File: src/rtl/csa_defs.vh
// Constants for the capacitive-sense accumulator and control block.
// Assumes a 32-bit Avalon-MM slave with word-aligned byte addresses.
// Contract
// - Accumulate 1,4,8,16,32 or 64 conversions
// - Divide 22-bit sum by count to 16 bits
// - Done flag after each result set
// - Accumulated result compared after full count
// - Single result compared after each conversion
// - Greater result stops scan, mux stays
// - Otherwise advance mux, wrap end to start
// - Bit 7 enables unit, clear means idle
// - Bit 5 done flag, software clears only; the code also sets it on a written one
// - Bit 4 reads one while converting
// - Writing one starts in modes 000,110,111
// - Bit 3 enables the digital comparator
// - Bit 0 sticky greater-than flag
// - Bits 6,2,1 read zero, writes ignored
// - Control at 0xB0, all bits reset zero
`ifndef CSA_DEFS_VH
`define CSA_DEFS_VH

// Register byte addresses
`define CSA_ADDR_CONTROL   8'hB0
`define CSA_ADDR_CONFIG    8'hB4
`define CSA_ADDR_RESULT    8'hB8
`define CSA_ADDR_THRESHOLD 8'hBC
`define CSA_ADDR_MUX       8'hC0
`define CSA_ADDR_SCAN      8'hC4
`define CSA_ADDR_IRQ_STAT  8'hC8
`define CSA_ADDR_IRQ_MASK  8'hCC

// Control register bit positions
`define CSA_CTL_ENABLE     7
`define CSA_CTL_DONE       5
`define CSA_CTL_BUSY       4
`define CSA_CTL_CMPEN      3
`define CSA_CTL_CMPF       0
`define CSA_CTL_WMASK      8'hB9
`define CSA_CTL_RESET      8'h00

// Config register fields
`define CSA_CFG_ACU_LSB    0
`define CSA_CFG_ACCEN      3
`define CSA_CFG_SCANEN     4
`define CSA_CFG_MODE_LSB   5
`define CSA_CFG_RESET      8'h00

// Start modes that accept a busy-bit write
`define CSA_MODE_SW0       3'h0
`define CSA_MODE_SW6       3'h6
`define CSA_MODE_SW7       3'h7

// Widths
`define CSA_ACC_W          22
`define CSA_RES_W          16
`define CSA_CH_W           4

// Interrupt status bits
`define CSA_IRQ_DONE       0
`define CSA_IRQ_GREATER    1

`endif

File: src/rtl/csa_accum.v
// Sample accumulator: sums conversions and scales the sum to 16 bits.
// Assumes one-cycle sample strobes from the converter front end.
`include "csa_defs.vh"
`default_nettype none

module csa_accum (
  input  wire        sys_clk,     // System clock
  input  wire        rst,         // Synchronous reset, active high
  input  wire        clear,       // Start a fresh set
  input  wire        sample_vld,  // Raw conversion strobe
  input  wire [15:0] sample,      // Raw conversion value
  input  wire [2:0]  acu_sel,     // Accumulate count select
  output reg         set_done,    // One-cycle pulse, set complete
  output reg  [15:0] set_result   // Scaled result
);

  reg  [21:0] sum_reg;            // Running sum
  reg  [6:0]  cnt_reg;            // Samples taken in the set
  reg  [6:0]  target;             // Count for this selection
  reg  [2:0]  shift;              // Divide as a right shift
  wire [21:0] sum_next;           // Sum including this sample
  wire [21:0] scaled;             // Sum divided by the count

  assign sum_next = sum_reg + {6'h00, sample};
  // The divided sum of a full set never exceeds 16 bits
  assign scaled   = sum_next >> shift;

  ////////////////////////////////////////////////////////////////////
  // Decode count; codes above five fall back to 64 samples
  always @* begin
    case (acu_sel)
      3'h0:    begin target = 7'h01; shift = 3'h0; end
      3'h1:    begin target = 7'h04; shift = 3'h2; end
      3'h2:    begin target = 7'h08; shift = 3'h3; end
      3'h3:    begin target = 7'h10; shift = 3'h4; end
      3'h4:    begin target = 7'h20; shift = 3'h5; end
      default: begin target = 7'h40; shift = 3'h6; end
    endcase
  end

  ////////////////////////////////////////////////////////////////////
  // Sum samples; a 64x16 sum fits 22 bits exactly
  always @(posedge sys_clk) begin
    set_done <= 1'b0;
    if (rst || clear) begin
      sum_reg <= 22'h000000;
      cnt_reg <= 7'h00;
      if (rst) begin
        set_result <= 16'h0000;
      end
    end else if (sample_vld) begin
      if (cnt_reg + 7'h01 == target) begin
        set_result <= scaled[15:0];
        set_done   <= 1'b1;
        sum_reg    <= 22'h000000;
        cnt_reg    <= 7'h00;
      end else begin
        sum_reg <= sum_next;
        cnt_reg <= cnt_reg + 7'h01;
      end
    end
  end

endmodule // csa_accum
`default_nettype wire

File: src/rtl/csa_scan.v
// Channel multiplexer stepper for auto-scan.
// Assumes a one-cycle step strobe after each judged result.
`include "csa_defs.vh"
`default_nettype none

module csa_scan (
  input  wire       sys_clk,     // System clock
  input  wire       rst,         // Synchronous reset, active high
  input  wire       load,        // Software write to the mux
  input  wire [3:0] load_val,    // Value written
  input  wire       step,        // Result judged
  input  wire       scan_en,     // Auto-scan on
  input  wire       greater,     // Result above threshold
  input  wire [3:0] scan_start,  // First channel
  input  wire [3:0] scan_end,    // Last channel
  output reg  [3:0] mux_sel,     // Current channel
  output reg        scan_stop    // One-cycle pulse, scan halted
);

  ////////////////////////////////////////////////////////////////////
  // Advance, hold or wrap the channel
  always @(posedge sys_clk) begin
    scan_stop <= 1'b0;
    if (rst) begin
      mux_sel <= 4'h0;
    end else if (load) begin
      mux_sel <= load_val;
    end else if (step && scan_en) begin
      if (greater) begin
        scan_stop <= 1'b1;
      end else if (mux_sel == scan_end) begin
        mux_sel <= scan_start;
      end else begin
        mux_sel <= mux_sel + 4'h1;
      end
    end
  end

endmodule // csa_scan
`default_nettype wire

File: src/rtl/csa_top.v
// Capacitive-sense control, accumulator, comparator and scan top.
// Assumes an Avalon-MM master and a converter front end that returns
// one sample strobe per requested conversion while enabled.
//
// Local design decision: the Avalon-MM interface to the registers.
`include "csa_defs.vh"
`default_nettype none

module csa_top (
  input  wire        sys_clk,          // System clock, 200 MHz
  input  wire        rst,              // Synchronous reset, active high
  input  wire [7:0]  avs_address,      // Byte address
  input  wire        avs_read,         // Read request
  input  wire        avs_write,        // Write request
  input  wire [31:0] avs_writedata,    // Write data
  input  wire [3:0]  avs_byteenable,   // Byte enables
  output reg  [31:0] avs_readdata,     // Read data
  output wire        avs_waitrequest,  // Wait request
  input  wire        ext_start,        // Hardware start trigger
  input  wire        conv_valid,       // Front end finished a conversion
  input  wire [15:0] conv_data,        // Front end raw value
  output wire        conv_start,       // Request one conversion
  output wire        sense_powered,    // Front end out of low power
  output wire [3:0]  channel_mux_select, // Selected electrode
  output wire        irq               // Level interrupt
);

  ////////////////////////////////////////////////////////////////////
  // Registers
  reg  [7:0]  capsense_control_reg;  // Control, low byte
  reg  [7:0]  capsense_config_reg;   // Count, accumulate, scan, mode
  reg  [15:0] threshold_reg;         // Greater-than threshold
  reg  [15:0] result_reg;            // Latest scaled result
  reg  [7:0]  scan_reg;              // End in [7:4], start in [3:0]
  reg  [1:0]  irq_stat_reg;          // Sticky events
  reg  [1:0]  irq_mask_reg;          // Event enables
  reg         ack_reg;               // Answer phase of an access
  reg         busy_reg;              // Set in progress
  reg         req_reg;               // Conversion request pulse
  reg         smp_seen_reg;          // A sample of the set came in

  wire        en      = capsense_control_reg[`CSA_CTL_ENABLE];
  wire        cmpen   = capsense_control_reg[`CSA_CTL_CMPEN];
  wire        acc_en  = capsense_config_reg[`CSA_CFG_ACCEN];
  wire        scan_en = capsense_config_reg[`CSA_CFG_SCANEN];
  wire [2:0]  mode    = capsense_config_reg[7:5];
  wire [2:0]  acu     = acc_en ? capsense_config_reg[2:0] : 3'h0;

  wire        wr_hit  = avs_write && !ack_reg;  // Write taken once
  wire        wr_ctl  = wr_hit && avs_address == `CSA_ADDR_CONTROL &&
                        avs_byteenable[0];
  wire        wr_cfg  = wr_hit && avs_address == `CSA_ADDR_CONFIG &&
                        avs_byteenable[0];
  wire        wr_mux  = wr_hit && avs_address == `CSA_ADDR_MUX &&
                        avs_byteenable[0];

  wire        set_done;     // Accumulation set finished
  wire [15:0] set_result;   // Scaled value from accumulator
  wire        scan_stop;    // Unused; u_scan leaves its scan_stop port open
  wire        greater;      // Result above threshold

  ////////////////////////////////////////////////////////////////////
  // One wait state: waitrequest drops in the cycle after the request
  assign avs_waitrequest = (avs_read || avs_write) && !ack_reg;

  always @(posedge sys_clk) begin
    if (rst) begin
      ack_reg <= 1'b0;
    end else begin
      ack_reg <= (avs_read || avs_write) && !ack_reg;
    end
  end

  ////////////////////////////////////////////////////////////////////
  // Start decode: software start only in modes 000, 110, 111
  wire sw_mode  = mode == `CSA_MODE_SW0 || mode == `CSA_MODE_SW6 ||
                  mode == `CSA_MODE_SW7;
  wire sw_start = wr_ctl && avs_writedata[`CSA_CTL_BUSY] && sw_mode;
  wire hw_start = ext_start && !sw_mode;
  wire start    = en && !busy_reg && (sw_start || hw_start);

  // Auto-scan keeps converting until a greater result with cmpen set stops it
  wire rescan   = set_done && scan_en && !(cmpen && greater);

  assign greater = set_result > threshold_reg;

  ////////////////////////////////////////////////////////////////////
  // Busy and conversion requests; one request per expected sample.
  // The next request waits one cycle after a sample so that set_done
  // is known first; otherwise the last sample of a set would ask for
  // one conversion too many.
  always @(posedge sys_clk) begin
    req_reg      <= 1'b0;
    smp_seen_reg <= 1'b0;
    if (rst || !en) begin
      busy_reg <= 1'b0;
    end else begin
      smp_seen_reg <= busy_reg && conv_valid;
      if (start) begin
        busy_reg <= 1'b1;
        req_reg  <= 1'b1;
      end else if (set_done) begin
        busy_reg <= rescan;
        req_reg  <= rescan;
      end else if (smp_seen_reg) begin
        req_reg  <= 1'b1;  // Next sample of the set
      end
    end
  end

  // No request leaves a disabled unit, even in the cycle of the write
  assign conv_start    = req_reg && en;
  assign sense_powered = en;

  ////////////////////////////////////////////////////////////////////
  // Accumulator and scan stepper
  csa_accum u_accum (
    .sys_clk    (sys_clk),
    .rst        (rst),
    .clear      (start || !en),
    .sample_vld (conv_valid && busy_reg),
    .sample     (conv_data),
    .acu_sel    (acu),
    .set_done   (set_done),
    .set_result (set_result)
  );

  csa_scan u_scan (
    .sys_clk    (sys_clk),
    .rst        (rst),
    .load       (wr_mux),
    .load_val   (avs_writedata[3:0]),
    .step       (set_done),
    .scan_en    (scan_en),
    .greater    (cmpen && greater),
    .scan_start (scan_reg[3:0]),
    .scan_end   (scan_reg[7:4]),
    .mux_sel    (channel_mux_select),
    .scan_stop  ()
  );

  ////////////////////////////////////////////////////////////////////
  // Control register: done flag set over clear, compare flag cleared only by reset
  always @(posedge sys_clk) begin
    if (rst) begin
      capsense_control_reg <= `CSA_CTL_RESET;
    end else begin
      if (wr_ctl) begin
        capsense_control_reg[`CSA_CTL_ENABLE] <= avs_writedata[7];
        capsense_control_reg[`CSA_CTL_CMPEN]  <= avs_writedata[3];
        capsense_control_reg[`CSA_CTL_DONE]   <= avs_writedata[5];
      end
      if (set_done) begin
        capsense_control_reg[`CSA_CTL_DONE] <= 1'b1;
      end
      if (set_done && cmpen && greater) begin
        capsense_control_reg[`CSA_CTL_CMPF] <= 1'b1;
      end
      capsense_control_reg[`CSA_CTL_BUSY] <= 1'b0;
      capsense_control_reg[6]             <= 1'b0;
      capsense_control_reg[2:1]           <= 2'h0;
    end
  end

  ////////////////////////////////////////////////////////////////////
  // Configuration, threshold, scan range and result
  always @(posedge sys_clk) begin
    if (rst) begin
      capsense_config_reg <= `CSA_CFG_RESET;
      threshold_reg       <= 16'h0000;
      scan_reg            <= 8'h00;
      result_reg          <= 16'h0000;
    end else begin
      if (wr_cfg) begin
        capsense_config_reg <= avs_writedata[7:0];
      end
      if (wr_hit && avs_address == `CSA_ADDR_THRESHOLD) begin
        if (avs_byteenable[0]) begin
          threshold_reg[7:0] <= avs_writedata[7:0];
        end
        if (avs_byteenable[1]) begin
          threshold_reg[15:8] <= avs_writedata[15:8];
        end
      end
      if (wr_hit && avs_address == `CSA_ADDR_SCAN && avs_byteenable[0]) begin
        scan_reg <= avs_writedata[7:0];
      end
      if (set_done) begin
        result_reg <= set_result;
      end
    end
  end

  ////////////////////////////////////////////////////////////////////
  // Interrupts: sticky status, write one to clear, set wins
  wire [1:0] irq_set = {set_done && cmpen && greater, set_done};
  wire [1:0] irq_clr = (wr_hit && avs_address == `CSA_ADDR_IRQ_STAT &&
                        avs_byteenable[0]) ? avs_writedata[1:0] : 2'h0;

  always @(posedge sys_clk) begin
    if (rst) begin
      irq_stat_reg <= 2'h0;
      irq_mask_reg <= 2'h0;
    end else begin
      irq_stat_reg <= (irq_stat_reg & ~irq_clr) | irq_set;
      if (wr_hit && avs_address == `CSA_ADDR_IRQ_MASK &&
          avs_byteenable[0]) begin
        irq_mask_reg <= avs_writedata[1:0];
      end
    end
  end

  assign irq = |(irq_stat_reg & irq_mask_reg);

  ////////////////////////////////////////////////////////////////////
  // Read mux; unmapped addresses read zero
  always @(posedge sys_clk) begin
    if (rst) begin
      avs_readdata <= 32'h00000000;
    end else if (avs_read && !ack_reg) begin
      case (avs_address)
        `CSA_ADDR_CONTROL:   avs_readdata <= {24'h000000,
                               capsense_control_reg[7:5], busy_reg,
                               capsense_control_reg[3:0]};
        `CSA_ADDR_CONFIG:    avs_readdata <= {24'h000000, capsense_config_reg};
        `CSA_ADDR_RESULT:    avs_readdata <= {16'h0000, result_reg};
        `CSA_ADDR_THRESHOLD: avs_readdata <= {16'h0000, threshold_reg};
        `CSA_ADDR_MUX:       avs_readdata <= {28'h0000000, channel_mux_select};
        `CSA_ADDR_SCAN:      avs_readdata <= {24'h000000, scan_reg};
        `CSA_ADDR_IRQ_STAT:  avs_readdata <= {30'h00000000, irq_stat_reg};
        `CSA_ADDR_IRQ_MASK:  avs_readdata <= {30'h00000000, irq_mask_reg};
        default:             avs_readdata <= 32'h00000000;
      endcase
    end
  end

endmodule // csa_top
`default_nettype wire
File: config.mk
export PLATFORM = sky130hd
export DESIGN_NAME = csa_top
export DESIGN_NICKNAME = d
export VERILOG_FILES = /design/src/rtl/csa_accum.v /design/src/rtl/csa_scan.v /design/src/rtl/csa_top.v
export VERILOG_INCLUDE_DIRS = /design/src /design/src/rtl
export SDC_FILE = /design/constraint.sdc
export NUM_CORES = 1
export LEC_CHECK = 0
export ABC_AREA = 1
export BUFFER_PORTS_ARGS = -buffer_cell sky130_fd_sc_hd__buf_2
export CORE_UTILIZATION = 53
export CTS_CLUSTER_SIZE = 24
export DETAILED_ROUTE_END_ITERATION = 7
export HOLD_SLACK_MARGIN = 0.06
export PLACE_DENSITY = 0.85
export SLEW_MARGIN = 20
export SYNTH_ARGS = -nofsm -noshare
export SYNTH_HDL_FRONTEND = slang
export SYNTH_SLANG_ARGS = --single-unit
File: constraint.sdc
create_clock -name sys_clk -period 2.53 [get_ports sys_clk]
set_clock_uncertainty 0.15 [all_clocks]
set_input_delay 0.253 -clock sys_clk [delete_from_list [all_inputs] [get_ports sys_clk]]
set_output_delay 0.253 -clock sys_clk [all_outputs]
set_load 0.02 [all_outputs]
# After elaboration in Yosys (flattened, before gate mapping)
# Index checks and enable logic that the tools add are counted.
# Widths: inputs -> output; s select.
# word_totals
regBits	146
inputBits	66
output_inout_bits	40
# classes
add_sub_neg	3
n_lt_le_gt_ge	1
eq_ne	18
shifts	1
mux	23
bitwise	5
reduce_logical	53
# op_table
op	count
$pmux 16 s8	1
$eq 8x8->1 const B	8
$mux 16	4
$pmux 7 s5	1
$logic_and 1x1->1	28
$add 22x16->22	1
$mux 22	1
$shr 22x3->16	1
$gt 16x16->1	1
$mux 4	4
$pmux 3 s5	1
$reduce_bool 2->1	5
$eq 3x3->1 const B	3
$mux 1	8
$add 7x1->7 const B	1
$eq 7x7->1	1
$logic_or 1x1->1	7
$mux 7	1
$eq 3x2->1 const B	2
$logic_not 3->1	2
$reduce_and 2->1	3
$logic_not 1->1	5
$add 4x1->4 const B	1
$and 2x2->2	2
11 further kinds	12

# Depth between registers and ports, before layout
# Gate-level depths: netlist of run 1.
# logic_depth
word_depth	12
ltp_mapped	16
mapped_depth_nobuf	16

# Cells and area by module
# From an unflattened synthesis of run 1, not the netlist that was laid out.
# hier_totals
hier_cells	1255
hier_area_um2	8247.9
# by_module_without_submodules
module	n_inst	cells_per_inst	area_per_inst_um2	seq_area_each_um2
csa_top	1	546	3916.3	1521.5
csa_accum	1	641	3905.0	1081.0
csa_scan	1	68	426.7	100.1

# Worst setup path after synthesis of run 1
# Ideal clock, no wire load.
# synth_path
kind	register -> register
startpoint	register u_accum.cnt_reg[0]
endpoint	register u_accum.set_result[0], enable pin
setup_ns	0.378
arrival_ns	1.911
t_required_ns	2.002
slack_ns	0.091
stages_incl_launch_ff	12
path_buffers	1
period_less_slack_ns	2.439
cell_sequence	dfxtp_1 ha_1 nand2_1 inv_2 nand2_1 xnor2_1 xnor2_1 nand3_1 nor2_1 nand2_2 buf_6 o31ai_4
# synth_via
elab_chain_cells	4
# synth_rtl
element	line_no	text
start: declaration	csa_accum.v:18	reg [6:0] cnt_reg;
start signal: assignment	csa_accum.v:59	cnt_reg <= cnt_reg + 7'h01;
$add 7x1->7	csa_accum.v:52	if (cnt_reg + 7'h01 == target) begin
$eq 7x7->1	csa_accum.v:52	
$reduce_bool 2->1 (no source line)	--	
$reduce_and 3->1 (no source line)	--	
end signal: assignment	csa_accum.v:53	set_result <= scaled[15:0];
end: declaration	csa_accum.v:14	output reg [15:0] set_result
# Every way passes these cells.
# A chain may end at the register's enable or synchronous reset.

# Worst setup path after layout of run 1
# layout_path
startpoint	register u_accum.sum_reg[0]
endpoint	register u_accum.set_result[9] (data pin)
# layout_via
elab_chain_cells	5
# layout_rtl
element	line_no	text
start: declaration	csa_accum.v:17	reg [21:0] sum_reg;
start signal: assignment	csa_accum.v:58	sum_reg <= sum_next;
$add 22x16->22	csa_accum.v:24	assign sum_next = sum_reg + {6'h00, sample};
$shr 22x3->16	csa_accum.v:26	assign scaled = sum_next >> shift;
$mux 16	csa_accum.v:52	
$mux 16	csa_accum.v:51	end else if (sample_vld) begin
$mux 16	csa_accum.v:45	if (rst || clear) begin
# Every way passes these cells. The select of a mux whose other input is x is not followed.

==> results of run 1 <==
-- how the worst max path moves through the flow --
stage | start | endpoint | slack [ps] | cells after the start
CTS | u_accum.sum_reg[0] | u_accum.set_result[9] | 30 | 13
global placement | conv_data[0] | u_accum.set_result[9] | 60 | 14
floorplan | u_accum.cnt_reg[0] | u_accum.set_result[0] | 90 | 11
detailed placement | conv_data[0] | u_accum.set_result[9] | -10 | 14
global route | u_accum.sum_reg[5] | u_accum.set_result[4] | -30 | 12
finish | u_accum.sum_reg[0] | u_accum.set_result[9] | 150 | 13
-- cell usage after synthesis, types with 5 or more instances --
library cell  count
o31ai_1           5
edfxtp_1         16
a21oi_1         128
buf_4            16
inv_1           141
inv_2             5
o21ai_0          81
nor3_1            8
nor2_1           67
nor3_2            5
ha_1             34
dfxtp_1         110
clkbuf_1         18
xnor2_1           9
nand2_1         287
xor2_1           13
o22ai_1          21
buf_2            16
buf_6             6
nand4_1          11
nand3_1         135
-- stage by stage --
stage	cell area, sq um	TNS (ps)	hold WS (ps)
floorplan	7920	0	172
global placement	8320	0	291
detailed placement	8320	-14.4	298
CTS	9070	0	63.4
global route	9200	-97.9	60.1
finish	9200	0	65.5
-- worst max-delay path, cell delays in order, from the launching register on --
cell and delay [ps]:
dfxtp_1 310, ha_1 230, fa_2 350, nand2_1 80, nand2_1 90, nand3_1 80, nand2_1 80, nand2_1 100
nand2_1 60, nand2_1 110, nand3_1 120, nand3_1 150, nand3_1 80, and3_1 150
-- logic make-up after synthesis --
| family | after synthesis | share of synthesized area (%) |
|---|---|---|
| AOI/OAI and AO/OA | 248 | 16.8 |
| xor gates and xnor gates | 22 | 2.45 |
| adders and majority gates | 35 | 5.67 |
| buffers and inverters | 204 | 11.3 |
| DFF | 126 | 34.1 |
| muxes | 2 | 0.255 |
| other | 1 | 0.0477 |
| and+or+nand+nor | 531 | 29.3 |
-- area by class of cell --
cell class              count  area [sq um]
repair buffers            108           676
inverters                 147           552
well taps                 184           230
multi-input cells         854          4470
flip-flops and latches    126          2680
clock inverters            10           103
fillers                  1304          5280
clock buffers              22           485
-- what timing repair did --
| item | 4_1_cts | 5_1_grt |
|---|---|---|
| hold buffers | 17 | 0 |
| hold endpoints to repair | 34 | 0 |
| buffers inserted | 0 | 0 |
| gates resized for setup | 0 | 33 |
| setup endpoints to repair | 0 | 12 |
-- layer usage --
metal | vias to the layer above | GRT usage (%) | routed length, um
li1 | 4020 | - | -
met1 | 3640 | 34.0 | 8790
met2 | 317 | 47.5 | 9820
met3 | 57 | 6.64 | 1390
met4 | 0 | 10.7 | 543
met5 | - | 0 | 0
-- report_power, final --
part           switching (uW)  internal [uW]  total [uW]
Sequential               6.26           2030        2040
Clock                     941           1470        2410
Combinational             207            116         323
Total                    1150           3620        4780
==> results.cfg, run 1 <==
[synthesis]
syn_inst = 1169
yosysTopAreaCell = dfxtp_1
synthArstFlopShare_pct = 0
syn_area_per_cell_sq_um = 6.73
synthesis.area_sq_mm = 0.00786
synth_enable_flop_cells = 16
ys.flop_type = dfxtp_1
yosysTopAreaCellShare_pct = 28.0
yosysWarnings = 0
synth_area_leaders = dfxtp_1 28%, nand2_1 14%, nand3_1 8.6%
yosysSeqAreaShare_pct = 34.1
yosys_register_bits = 126
synth_cell_types = 42

[grt]
grt_pass1_vias = 7357
grt_max_degree = 36
grt_overflow = 0
grt_pass1_wl_um = 33300
grt_usage_pct = 28.0
antenna_found_initial = 0

[timing]
slew_headroom_pct = 57.4
setup_viol = 0
fin_ws_ps = 153
slew_viol_final = 0
rsz0062_at_grt = true
max_freq_ghz = 0.421
worst_slew_pin_slew_ps = 638
final_hold_viol_count = 0
finalCriticalPeriod_ps = 2380
min_period_over_period_pct = 93.9

[final_layout]
final_cell_mix = 281 x nand2_1, 141 x inv_1, 128 x a21oi_1, 124 x nand3_1, 110 x dfxtp_1
largest_register_ff_count = 22
final_common_cell = nand2_1
layoutNonFillerInstCount = 1451
drive_above_1_share_pct = 13.8
fin_util_pct = 63.5
nets = 1355
antenna_cells = 0
syn2layout_area_growth_pct = 17.0

[power_and_ir_drop]
p_leak_uw = 0.00405
p_per_area_mw_per_mm2 = 519
vdd_drop_max_mv = 0.456
p_total_uw = 4780

[routing]
first_pass_iters = 5
vias = 8034
drcViolationCount = 0
drtIter0Drc = 711
vias_per_cell = 5.54
routed_wl_um = 20500
drtAntennaViolNets = 0
wire_per_inst_um = 14.2

[outcome]
status = finished clean

[placed_design]
dpl.cell_count = 1402
dp_slack_ps = -14.4
port_buffers = 71
dp_hpwl_um = 14700
gp_congestion = 0.928

[setup_path]
cp.required_ps = 2550
worstSetupStartpointType = flop
worstReg2RegEnd = u_accum.set_result[9]
critPathArrivalTime_ps = 2400
crit_path_max_fanout = 3
path_class = flop to flop
cp-end-kind = flop
r2r_cells = 13
worstReg2RegStart = u_accum.sum_reg[0]
r2r_slack_ps = 150

[hold_path]
hold_path_end = ack_reg
holdCritPathClass = input port to flop
hp-start = avs_write
whs_path_depth = 3

[clock_tree]
path_clk_slew_ps = 60
clock-sinks = 126
worstSkewPairLatency_ps = 430
cts_inserted_buffers = 17
cts_tree = yes
cts_root_buf = clkbuf_16
htree_num_levels = 4
cts_buffer_depth = 2

[die]
pin_count = 106
dieHeight_um = 124
std_cell_rows = 44
fp.dieArea_sq_mm = 0.0153
initial_core_util_pct = 54.3
fp.dieW_um = 124
coreArea_sq_mm = 0.0145

[run]
maxCapViolCount = 0
Note: power is estimated with default switching activity, not from simulation.
==> run 2, diff against run 1 <==
--- a/config.mk
+++ b/config.mk
@@ -8,12 +8,13 @@
 export LEC_CHECK = 0
 export ABC_AREA = 1
 export BUFFER_PORTS_ARGS = -buffer_cell sky130_fd_sc_hd__buf_2
-export CORE_UTILIZATION = 53
+export CORE_UTILIZATION = 40
 export CTS_CLUSTER_SIZE = 24
 export DETAILED_ROUTE_END_ITERATION = 7
 export HOLD_SLACK_MARGIN = 0.06
-export PLACE_DENSITY = 0.85
+export PLACE_DENSITY = 0.69
 export SLEW_MARGIN = 20
 export SYNTH_ARGS = -nofsm -noshare
 export SYNTH_HDL_FRONTEND = slang
+export SYNTH_HIERARCHICAL = 1
 export SYNTH_SLANG_ARGS = --single-unit
==> run 2 against run 1 <==
Against the previous run:
- maximum frequency grew 0.26%
- register-to-register slack is essentially flat
- worst hold slack gained 0.58 ps
- critical endpoint is now u_accum/set_result[13]
- critical path type unchanged
- final cell count grew 13%
- first-iteration DRC count shrank 19%
==> results.cfg, run 2 <==
[outcome]
status = finished clean

[placed_design]
dp_hpwl_um = 17100
gp_congestion = 0.959
port_buffers = 71
dp_slack_ps = -72.6
placed_area_sq_mm = 0.00890

[hold_path]
whs_path_depth = 3
holdCritPathClass = input port to flop
hp-start = avs_writedata[2]

[setup_path]
critPathArrivalTime_ps = 2390
worstSetupStartpointType = flop
path_class = flop to flop
cp.required_ps = 2550
cp-end-kind = flop
crit_path_start = u_accum/sum_reg[0]
worstReg2RegStart = u_accum/sum_reg[0]
crit_path_max_fanout = 3
r2r_cells = 14

[clock_tree]
cts_inserted_buffers = 17
clock-sinks = 126
htree_num_levels = 4
cts_tree = yes
path_clk_slew_ps = 60
cts_buffer_depth = 2
cts_root_buf = clkbuf_16
worstSkewPairLatency_ps = 430

[synthesis]
syn_area_per_cell_sq_um = 6.56
yosysWarnings = 6
syn_inst = 1252
synthesis.area_sq_mm = 0.00822

[die]
coreArea_sq_mm = 0.0202
initial_core_util_pct = 40.7
dieHeight_um = 145
pin_count = 106
fp.dieW_um = 145
std_cell_rows = 52
fp.dieArea_sq_mm = 0.0211

[power_and_ir_drop]
p_per_area_mw_per_mm2 = 488
vdd_drop_max_mv = 0.524
p_total_uw = 4830
p_leak_uw = 0.00444

[routing]
vias_per_cell = 5.11
drcViolationCount = 0
wire_per_inst_um = 14.1
first_pass_iters = 5
routed_wl_um = 23100
drtIter0Drc = 574
drtAntennaViolNets = 0
vias = 8359

[grt]
grt_usage_pct = 22.4
grt_overflow = 0
grt_max_degree = 54
antenna_found_initial = 0
grt_pass1_vias = 7793
grt_pass1_wl_um = 38300

[final_layout]
fin_area_sq_mm = 0.00990
nets = 1454
syn2layout_area_growth_pct = 20.4
antenna_cells = 0
final_cell_mix = 333 x nand2_1, 146 x nand3_1, 131 x inv_1, 115 x a21oi_1, 108 x dfxtp_1
drive_above_1_share_pct = 17.8
final_common_cell = nand2_1
largest_register_ff_count = 22

[timing]
slew_viol_final = 0
rsz0062_at_grt = true
finalCriticalPeriod_ps = 2370
fin_ws_ps = 159
setup_viol = 0
fin_tns_setup_ps = 0
max_freq_ghz = 0.422
final_hold_viol_count = 0
min_period_over_period_pct = 93.7

[run]
maxCapViolCount = 0
-- run 2: path summary, 6_finish.rpt --
kind | to | slack [ps]
max reg2reg | u_accum/set_result[13] | 160
max | u_accum/set_result[13] | 160
min reg2reg | capsense_control_reg[0] | 310
min | threshold_reg[2] | 70
-- run 2: final cells by class --
type                            instances  area, sq um
Multi-Input combinational cell        939         4910
Sequential cell                       126         2690
Timing Repair Buffer                  126          821
Tap cell                              270          338
Clock buffer                           17          425
Inverter                              143          553
Clock inverter                         15          165
Fill cell                            2078        10300
-- run 2: routing by layer --
metal  part of all wire, %  global-route usage, %  vias to the layer above
li1                      -                      -                     4267
met3                   5.3                   3.76                       37
met5                     0                      0                        -
met4                   2.2                   7.53                        0
met1                    44                   28.9                     3795
met2                    48                   37.8                      260
-- run 2: stage by stage --
step	hold WS (ps)	cells	utilization [%]
after CTS	63.8	1633	47.9
final	66.1	1636	49.1
after global routing	90.1	1636	49.1
after global placement	287	1585	44.1
after floorplan	172	1267	-
after detailed placement	294	1585	44.1
-- run 2: repair_timing --
item	in CTS	in global routing
endpoints found under the setup margin	2	32
endpoints found under the hold margin	31	0
pin swaps	0	5
resized for setup	1	64
hold buffers	16	0
buffers inserted	0	3
-- run 2: power by group --
part | total (uW) | switching, uW | internal, uW | leakage (uW)
sequential | 2040 | 6.79 | 2030 | 0.00105
clock | 2430 | 1100 | 1330 | 0.000287
combinational | 366 | 233 | 133 | 0.00311
total | 4830 | 1340 | 3490 | 0.00444
-- run 2: worst max-delay path: stages (launching register included) --
cell     delay [ps]
dfxtp_1         310
ha_2            180
fa_2            340
nand3_1         110
nand3_2         120
nand2_2         120
nand2_4          80
nand2_2          70
nand2_1          90
nand2_2         110
nand3_2         100
nand3_2          80
nand2_1          80
o21ai_1         130
nor2_1           50
==> run 3, diff against run 2 <==
--- a/config.mk
+++ b/config.mk
@@ -8,6 +8,7 @@
 export LEC_CHECK = 0
 export ABC_AREA = 1
 export BUFFER_PORTS_ARGS = -buffer_cell sky130_fd_sc_hd__buf_2
+export CORE_ASPECT_RATIO = 1.5
 export CORE_UTILIZATION = 40
 export CTS_CLUSTER_SIZE = 24
 export DETAILED_ROUTE_END_ITERATION = 7
==> run 3 against run 2 <==
Against the previous run:
- count of clock-buffer cells in the layout is 1 higher
- global-route usage is 0.74 points lower
- clock power is 3% higher
- highest routed layer unchanged
- worst hold slack better by 21 ps
- worst setup slack worse by 16 ps
- critical path depth is 1 lower
- largest power group unchanged
- power is 1.2% higher
- first-iteration DRC count is 25% lower
==> results.cfg, run 3 (same netlist as run 2, synthesis figures left out) <==
[outcome]
status = finished clean

[power_and_ir_drop]
p_leak_uw = 0.00445
seqPwrFrac_pct = 41.7
p_comb_share_pct = 7.1
p_sw_uw = 1200
swShare_pct = 24.6
p_int_uw = 3690
vdd_drop_max_mv = 0.432
power_frac_clock_pct = 51.1
p_total_uw = 4890
p_per_area_mw_per_mm2 = 497

[final_layout]
fillers = 1993
fin_util_pct = 49.3
final_cell_mix = 339 x nand2_1, 151 x nand3_1, 132 x inv_1, 119 x a21oi_1, 108 x dfxtp_1
final_common_cell = nand2_1
syn2layout_area_growth_pct = 19.7
largest_register_ff_count = 22
drive_above_1_share_pct = 15.7
nets = 1450
antenna_cells = 0

[timing]
max_freq_ghz = 0.419
slew_headroom_pct = 58.5
slew_viol_final = 0
rsz0062_at_grt = true
worst_slew_pin_slew_ps = 622
min_period_over_period_pct = 94.3
final_hold_viol_count = 0
setup_viol = 0
finalCriticalPeriod_ps = 2390

[routing]
drtIter0Drc = 432
wire_per_inst_um = 13.8
vias = 8199
first_pass_iters = 5
drtAntennaViolNets = 0
drcViolationCount = 0
vias_per_cell = 5.05
routed_wl_um = 22500

[clock_tree]
worstSkewPairLatency_ps = 430
clock-sinks = 126
htree_num_levels = 4
cts_buffer_depth = 2
cts_inserted_buffers = 17
cts_tree = yes
path_clk_slew_ps = 60
cts_root_buf = clkbuf_16

[setup_path]
cp_slowest_stage_delay_ps = 350
path_class = flop to flop
cp-end-kind = flop
cp_slowest_cell = fa_2
cp.required_ps = 2550
worstSetupStartpointType = flop
critPathArrivalTime_ps = 2410
crit_path_max_fanout = 3
crit_chain = ha_1, fa_2, buf_4, nand3_1, nand3_1, nand2_1, nand2_1, nand2_1, nand3_1, nand3_1, nand2_1, nor2_1, nor2_1

[run]
maxCapViolCount = 0

[die]
pin_count = 106
coreArea_sq_mm = 0.0199
std_cell_rows = 63
fp.dieArea_sq_mm = 0.0211
dieHeight_um = 178
fp.dieW_um = 119
initial_core_util_pct = 41.2

[placed_design]
gp_congestion = 0.887
port_buffers = 71
dp_hpwl_um = 17000

[grt]
grt_usage_pct = 21.6
grt_max_degree = 54
grt_pass1_vias = 7597
grt_overflow = 0
antenna_found_initial = 0
grt_pass1_wl_um = 36300

[hold_path]
holdCritPathClass = input port to flop
## run 3: timing repair
item / CTS / global route
buffers inserted: 0 / 1
gates resized for setup: 0 / 40
hold buffers: 17 / 0
hold endpoints to repair: 26 / 0
endpoints found under the setup margin: 0 / 32
## run 3: cell type report
class,instances,area [sq um],area share (%)
sequential,126,2690,27.3
timing repair buffer,122,823,8.37
clock inverter,14,154,1.56
multi-input combinational,939,4850,49.2
tap,260,325,3.31
clock buffer,18,450,4.58
inverter,143,553,5.62
## run 3: path summary, 6_finish.rpt
| check | startpoint | end | slack [ps] | cells after the start |
|---|---|---|---|---|
| max | u_accum/sum_reg[0] | u_accum/set_result[14] | 140 | 13 |
| min | avs_writedata[1] | threshold_reg[1] | 90 | 3 |
| max reg2reg | u_accum/sum_reg[0] | u_accum/set_result[14] | 140 | 13 |
| min reg2reg | result_reg[5] | result_reg[5] | 300 | 2 |
## run 3: worst max-delay path, delay by kind of cell (launching register included)
kind,cells,cell delay (ps)
and+or+nand+nor,10,960
DFF,1,310
buffers and inverters,1,150
adders and majority gates,2,560
## run 3: power groups by stage
| stage | combinational (uW) | clock, uW | sequential (uW) |
|---|---|---|---|
| finish | 349 | 2500 | 2040 |
| detailed placement | 312 | 0 | 2090 |
| global route | 385 | 2650 | 2040 |
| floorplan | 218 | 0 | 2080 |
| global placement | 309 | 0 | 2090 |
| CTS | 334 | 2550 | 2040 |
## run 3: stage by stage
step	setup WS (ps)	std cells	hold WS, ps	setup TNS (ps)	cell area [sq um]
final	144	1622	87.0	0	9840
after detailed placement	-38.3	1571	292	-83.1	8870
after CTS	10.4	1620	67.4	0	9650
after global placement	-24.0	1571	288	-24.0	8870
after floorplan	57.3	1267	172	0	8280
after global routing	-16.9	1622	79.6	-50.7	9840
## run 3: routing by layer
layer | vias to the layer above | routed length (um) | global-route usage, %
li1 | 4260 | - | -
met1 | 3691 | 8840 | 22.2
met2 | 195 | 11800 | 40.8
met3 | 53 | 658 | 2.80
met4 | 0 | 1120 | 14.1
met5 | - | 0 | 0
